<file path="config.mk">
export PLATFORM = sky130hd
export DESIGN_NAME = lcgs_gate3_select
export DESIGN_NICKNAME = d
export VERILOG_FILES = /design/src/lcgs_pkg.sv /design/src/lcgs_gate3_select.sv
export VERILOG_INCLUDE_DIRS = /design/src /design/src/src
export SDC_FILE = /design/constraint.sdc
export NUM_CORES = 1
export LEC_CHECK = 0
export BUFFER_PORTS_ARGS = -buffer_cell sky130_fd_sc_hd__buf_2
export CAP_MARGIN = 5
export CORE_MARGIN = 3
export CORE_UTILIZATION = 30
export CTS_CLUSTER_DIAMETER = 80
export CTS_CLUSTER_SIZE = 20
export DETAILED_ROUTE_END_ITERATION = 6
export PLACE_DENSITY = 0.71
export SYNTH_ARGS = -nofsm -noshare
export SYNTH_HDL_FRONTEND = slang
export SYNTH_SLANG_ARGS = --single-unit
</file>
<file path="constraint.sdc">
create_clock -name clk -period 1.4 [get_ports clk]
set_input_delay 0.07 -clock clk [delete_from_list [all_inputs] [get_ports clk]]
set_output_delay 0.07 -clock clk [all_outputs]
set_load 0.1 [all_outputs]
</file>
<file path="src/lcgs_defs.svh">
`ifndef LCGS_DEFS_SVH
`define LCGS_DEFS_SVH

// ****************************************************************
// Register map
// ****************************************************************
`define LCGS_ADDR_SELECT 12'h000
`define LCGS_ADDR_NODE 12'h004
`define LCGS_ADDR_WIDTH 12

// ****************************************************************
// Select bit positions
// ****************************************************************
`define LCGS_BIT_D1_INV 0
`define LCGS_BIT_D1_TRUE 1
`define LCGS_BIT_D2_INV 2
`define LCGS_BIT_D2_TRUE 3
`define LCGS_BIT_D3_INV 4
`define LCGS_BIT_D3_TRUE 5
`define LCGS_BIT_D4_INV 6
`define LCGS_BIT_D4_TRUE 7

// ****************************************************************
// Reset values
// ****************************************************************
`define LCGS_SELECT_RESET 8'h00

`endif

</file>
<file path="src/lcgs_pkg.sv">
`default_nettype none

package lcgs_pkg;

   typedef logic [7:0] lcgs_sel_type;

   typedef struct packed {
      lcgs_sel_type select;
      logic [7:0] node;
      logic [31:0] prdata;
      logic pready;
      logic pslverr;
   } lcgs_state_type;

endpackage : lcgs_pkg

`default_nettype wire

</file>
<file path="src/lcgs_gate3_select.sv">
// Function
// - Select bit 6 gates inverted data 4 onto the gate 3 node.
// - Select bit 2 gates inverted data 2 onto the gate 3 node.
// - Select bit 1 gates true data 1 onto the gate 3 node.
// - Select bit 3 gates true data 2 onto the gate 3 node.
`include "lcgs_defs.svh"
`default_nettype none

module lcgs_gate3_select
   import lcgs_pkg::*;
(
   input wire logic clk,
   input wire logic rst_n,
   input wire logic psel,
   input wire logic penable,
   input wire logic pwrite,
   input wire logic [31:0] paddr,
   input wire logic [31:0] pwdata,
   input wire logic [3:0] pstrb,
   output logic [31:0] prdata,
   output logic pready,
   output logic pslverr,
   input wire logic [3:0] data_in,
   output logic [7:0] third_gate_node,
   output logic [7:0] gate3_input_select
);

   // ****************************************************************
   // State and decode signals
   // ****************************************************************
   lcgs_state_type state;
   lcgs_state_type next_state;
   logic [7:0] candidate;
   logic setup;
   logic access;
   logic hit_sel;
   logic sel_write;

   // Every select field and every data copy has a name of its own, so
   // that each gate input below reads as one field and one copy.
   logic g3_sel_d4_true;
   logic g3_sel_d4_inverted;
   logic g3_sel_d3_true;
   logic g3_sel_d3_inverted;
   logic g3_sel_d2_true;
   logic g3_sel_d2_inverted;
   logic g3_sel_d1_true;
   logic g3_sel_d1_inverted;

   logic data4_true_signal;
   logic data4_inverted_signal;
   logic data3_true_signal;
   logic data3_inverted_signal;
   logic data2_true_signal;
   logic data2_inverted_signal;
   logic data1_true_signal;
   logic data1_inverted_signal;

   // ****************************************************************
   // Gating helper
   // ****************************************************************
   // An input that is not selected is seen by the combining gate as a 0.
   function automatic logic lcgs_gate_bit(input logic enable, input logic copy);
      return enable & copy;
   endfunction : lcgs_gate_bit

   // ****************************************************************
   // Per-input candidate copies
   // ****************************************************************
   // Even select bits take the inverted copy, odd bits the true copy.
   genvar i;
   generate
      for (i = 0; i < 4; i++) begin : g_cand
         assign candidate[2*i] = ~data_in[i];
         assign candidate[2*i+1] = data_in[i];
      end
   endgenerate

   // ****************************************************************
   // Gate input pairs
   // ****************************************************************
   // d4 inverted pair
   assign data4_inverted_signal = candidate[`LCGS_BIT_D4_INV];
   assign g3_sel_d4_inverted = state.select[`LCGS_BIT_D4_INV];

   assign data2_inverted_signal = candidate[`LCGS_BIT_D2_INV];
   assign g3_sel_d2_inverted = state.select[`LCGS_BIT_D2_INV];

   assign data1_true_signal = candidate[`LCGS_BIT_D1_TRUE];
   assign g3_sel_d1_true = state.select[`LCGS_BIT_D1_TRUE];

   assign data2_true_signal = candidate[`LCGS_BIT_D2_TRUE];
   assign g3_sel_d2_true = state.select[`LCGS_BIT_D2_TRUE];

   assign data4_true_signal = candidate[`LCGS_BIT_D4_TRUE];
   assign g3_sel_d4_true = state.select[`LCGS_BIT_D4_TRUE];

   assign data3_true_signal = candidate[`LCGS_BIT_D3_TRUE];
   assign g3_sel_d3_true = state.select[`LCGS_BIT_D3_TRUE];

   assign data3_inverted_signal = candidate[`LCGS_BIT_D3_INV];
   assign g3_sel_d3_inverted = state.select[`LCGS_BIT_D3_INV];

   assign data1_inverted_signal = candidate[`LCGS_BIT_D1_INV];
   assign g3_sel_d1_inverted = state.select[`LCGS_BIT_D1_INV];

   // ****************************************************************
   // Bus decode
   // ****************************************************************
   // Only the low address bits are decoded, so the two words repeat
   // through the rest of the address space.
   assign setup = psel && !penable;
   assign access = psel && penable;
   assign hit_sel = paddr[`LCGS_ADDR_WIDTH-1:0] == `LCGS_ADDR_SELECT;
   assign sel_write = access && state.pready && pwrite && hit_sel && pstrb[0];

   // ****************************************************************
   // Next state
   // ****************************************************************
   // The node is registered one cycle behind the inputs so that every
   // output comes from a flip-flop; the combining gate sees it a cycle late.
   always_comb begin
      next_state = state;
      next_state.pready = 1'b0;
      next_state.pslverr = 1'b0;

      next_state.node[`LCGS_BIT_D4_INV] =
         lcgs_gate_bit(g3_sel_d4_inverted, data4_inverted_signal);

      next_state.node[`LCGS_BIT_D2_INV] =
         lcgs_gate_bit(g3_sel_d2_inverted, data2_inverted_signal);

      next_state.node[`LCGS_BIT_D1_TRUE] =
         lcgs_gate_bit(g3_sel_d1_true, data1_true_signal);

      next_state.node[`LCGS_BIT_D2_TRUE] =
         lcgs_gate_bit(g3_sel_d2_true, data2_true_signal);

      next_state.node[`LCGS_BIT_D4_TRUE] =
         lcgs_gate_bit(g3_sel_d4_true, data4_true_signal);

      next_state.node[`LCGS_BIT_D3_TRUE] =
         lcgs_gate_bit(g3_sel_d3_true, data3_true_signal);

      next_state.node[`LCGS_BIT_D3_INV] =
         lcgs_gate_bit(g3_sel_d3_inverted, data3_inverted_signal);

      next_state.node[`LCGS_BIT_D1_INV] =
         lcgs_gate_bit(g3_sel_d1_inverted, data1_inverted_signal);

      // The answer is prepared in the setup cycle so that every access
      // completes in exactly one access cycle.
      if (setup) begin
         next_state.pready = 1'b1;
         case (paddr[`LCGS_ADDR_WIDTH-1:0])
            `LCGS_ADDR_SELECT: begin
               next_state.prdata = {24'h00_0000, state.select};
            end
            `LCGS_ADDR_NODE: begin
               // The node word is read-only, so a write to it is refused.
               next_state.prdata = {24'h00_0000, state.node};
               next_state.pslverr = pwrite;
            end
            default: begin
               next_state.prdata = 32'h0000_0000;
               next_state.pslverr = 1'b1;
            end
         endcase
      end

      if (sel_write) begin
         next_state.select = pwdata[7:0];
      end
   end

   // ****************************************************************
   // State register
   // ****************************************************************
   // The select value has no defined state after reset in the target
   // hardware; a fixed zero is chosen so that no unknown ever reaches
   // the gate and software can rely on a clean start.
   always_ff @(posedge clk) begin
      if (!rst_n) begin
         state.select <= `LCGS_SELECT_RESET;
         state.node <= 8'h00;
         state.prdata <= 32'h0000_0000;
         state.pready <= 1'b0;
         state.pslverr <= 1'b0;
      end else begin
         state <= next_state;
      end
   end

   // ****************************************************************
   // Outputs
   // ****************************************************************
   // Every output is a plain copy of a flip-flop, so no decode glitch
   // can reach the pins.
   assign prdata = state.prdata;
   assign pready = state.pready;
   assign pslverr = state.pslverr;
   assign third_gate_node = state.node;
   assign gate3_input_select = state.select;

endmodule : lcgs_gate3_select

`default_nettype wire

</file>
==> results.ini <==
[sta]
fin_tns_setup_ps = 0
hold_ws_ps = 37.2
clock_skew_ps = 2.03
layout_setup_ws_ps = 208
timing.fmax_mhz = 839
hold_viol_final = 0
finalCritPeriodShare = 0.851
maxSlewViolCount = 0
setup_viol = 0
rsz0062_at_grt = false
min_period_ps = 1190

[logic_synthesis]
synthArstFlopShare = 0
synth_flop_cell = dfxtp_1
syn_inst = 133
synth_area_leaders = dfxtp_1, buf_4, nand2_1, mux2i_1, a31oi_1
synth_cell_types = 22
synth-xor-area-share = 0
synth_compound_area_frac = 0.0749
synth_area_mm2 = 0.00120
synthMuxAreaShare = 0.0666
yosysWarnings = 0
synth_edf_count = 0
synth_common_cells = nand2_1, dfxtp_1, buf_4
synthAdderAreaFrac = 0
yosysMostFrequentCell = nand2_1
avgSynthCellArea_um2 = 9.04
synth-seq-cells = 26
yosysSeqAreaShare = 0.433
yosysTopAreaCell = dfxtp_1
synth-simple-area-share = 0.230
synth_top_family_by_area = simple AND/OR/NAND/NOR gates
yosys.area.top_type_share = 0.433

[global_routing]
grt_max_degree = 27
grt_util_all_layers = 0.104
grt_pass1_vias = 905
met2_usage = 0.179
gr-total-overflow = 0
antenna_found_initial = 1
grt_pass1_wl_um = 4150
grt_use_met1 = 0.119
met3_usage = 0.0319
top_usage_layer = met2

[pwr]
combPwrFrac = 0.276
intPower_mw = 1.12
p_clk_frac = 0.300
irDropWorstVdd_v = 0.000356
power_density_mw_per_mm2 = 1210
p_leak_nw = 0.737
power_mw = 1.79
p_sw_frac = 0.374
p_seq_frac = 0.424
p_switching_mw = 0.671

[clock_network]
cts_max_path_buffers = 2
root_buffer = clkbuf_8
cts_setup_buffers = 0
cts-resized-gates = 0
hold_buffers = 0
clk_pin_slew_worst_paths_ps = 90
cts_tree = yes
htreeDepth = 1
numClockSinks = 26
cts_buffers = 3
clock_latency_ps = 260

[final_layout]
multi_input_area_um2 = 537
nets = 265
syn_to_final_growth_pct = 23.5
final_util = 0.394
insertedDiodeCount = 0
final-seq-area_um2 = 524
fin_cells = 235
fillerInstances = 408
drive_gt1_frac = 0.358
finalInstanceArea_mm2 = 0.00149

[critical_path]
max_stage_delay_ps = 450
cp-end-kind = primary output
start_kind = flip-flop
cpLargestDelayFamily = buffers and inverters
worstPathCellList = buf_2
crit_path_top_delay_cell = buf_2
critPathKind = reg2out
required_ps = 1330
critPathBufInv = 1
crit_arrival_ps = 1120
crit_fanout = 4

[detailed_routing]
ant_nets = 0
dr.pass1.iters = 4
vias = 942
drt_wl_total_um = 2600
drc = 0
wl_per_cell_um = 11.1
drt_iter0_markers = 35
viasPerCell = 4.01

[placement]
hpwlAfterDp_um = 2140
place.gp.congestion = 0.725
pre_cts_ws_ps = 98.1
placed_cell_area_mm2 = 0.00142
io_buffers = 55
numPlacedInstances = 231

[min_path]
hp-class = in2reg

[status]
outcome = completed

[die]
dieArea_mm2 = 0.00480
initial_core_util = 0.319
pin_count = 127
fp.dieW_um = 69.3
core_area_mm2 = 0.00377
num_rows = 22
die_h_um = 69.3

[flow_run]
drv_cap = 0

-- cells in the final DEF (no fill, tap or decap), drive strengths merged --
cell    netlist  layout
a31oi         8       8
and2          1       1
and3          5       5
and3b         4       4
and4          2       2
and4b         1       1
buf          27      58
clkbuf        4       4
conb          1      24
dfxtp        26      26
mux2i         8       8
nand2        32      32
nor2b         2       2
nor3          1       1
nor3b         1       1
nor4          2       2
o21ai         8       8
-- per-layer routing --
layer,routed length [um],part of all wire,up-vias
met5,13,0.0050,-
met1,1070,0.41,395
met4,31,0.012,2
li1,-,-,507
met2,1270,0.49,34
met3,212,0.082,4
-- flip-flops by register name, indices dropped and copies added, names as in the netlist --
name	cells
prdata	8
pready	1
pslverr	1
gate3_input_select	8
third_gate_node	8
-- power groups by stage --
stage	sequential (mW)	clock, mW	combinational (mW)
CTS	0.759	0.550	0.495
detailed placement	0.776	0	0.495
floorplan	0.886	0	0.368
finish	0.759	0.537	0.495
global placement	0.776	0	0.491
global route	0.761	0.576	0.511
-- tightest hold or removal path, delay by kind of cell --
| kind | cells | cell delay, ps |
|---|---|---|
| buffers and inverters | 1 | 90 |
| muxes | 1 | 50 |
| and+or+nand+nor | 1 | 40 |
-- kinds of logic after synthesis --
| logic type | Yosys count |
|---|---|
| flops | 26 |
| buf+inv | 31 |
| simple gates | 51 |
| mux | 8 |
| other cells | 1 |
| compound gates | 16 |
-- area by class of cell --
type | instances | area share
clock buffers | 4 | 0.0447
repair buffers | 58 | 0.201
flip-flops and latches | 26 | 0.353
well taps | 48 | 0.0404
multi-input cells | 99 | 0.361
-- worst paths after layout --
path	start	end	slack, ps	cells past startpoint
hold reg to reg	third_gate_node[2]	prdata[2]	470	2
hold / removal	pwdata[6]	gate3_input_select[6]	40	3
setup reg to reg	pready	gate3_input_select[3]	300	3
setup / recovery	gate3_input_select[6]	gate3_input_select[6]	210	1
Power figures use the tool's default switching activity.
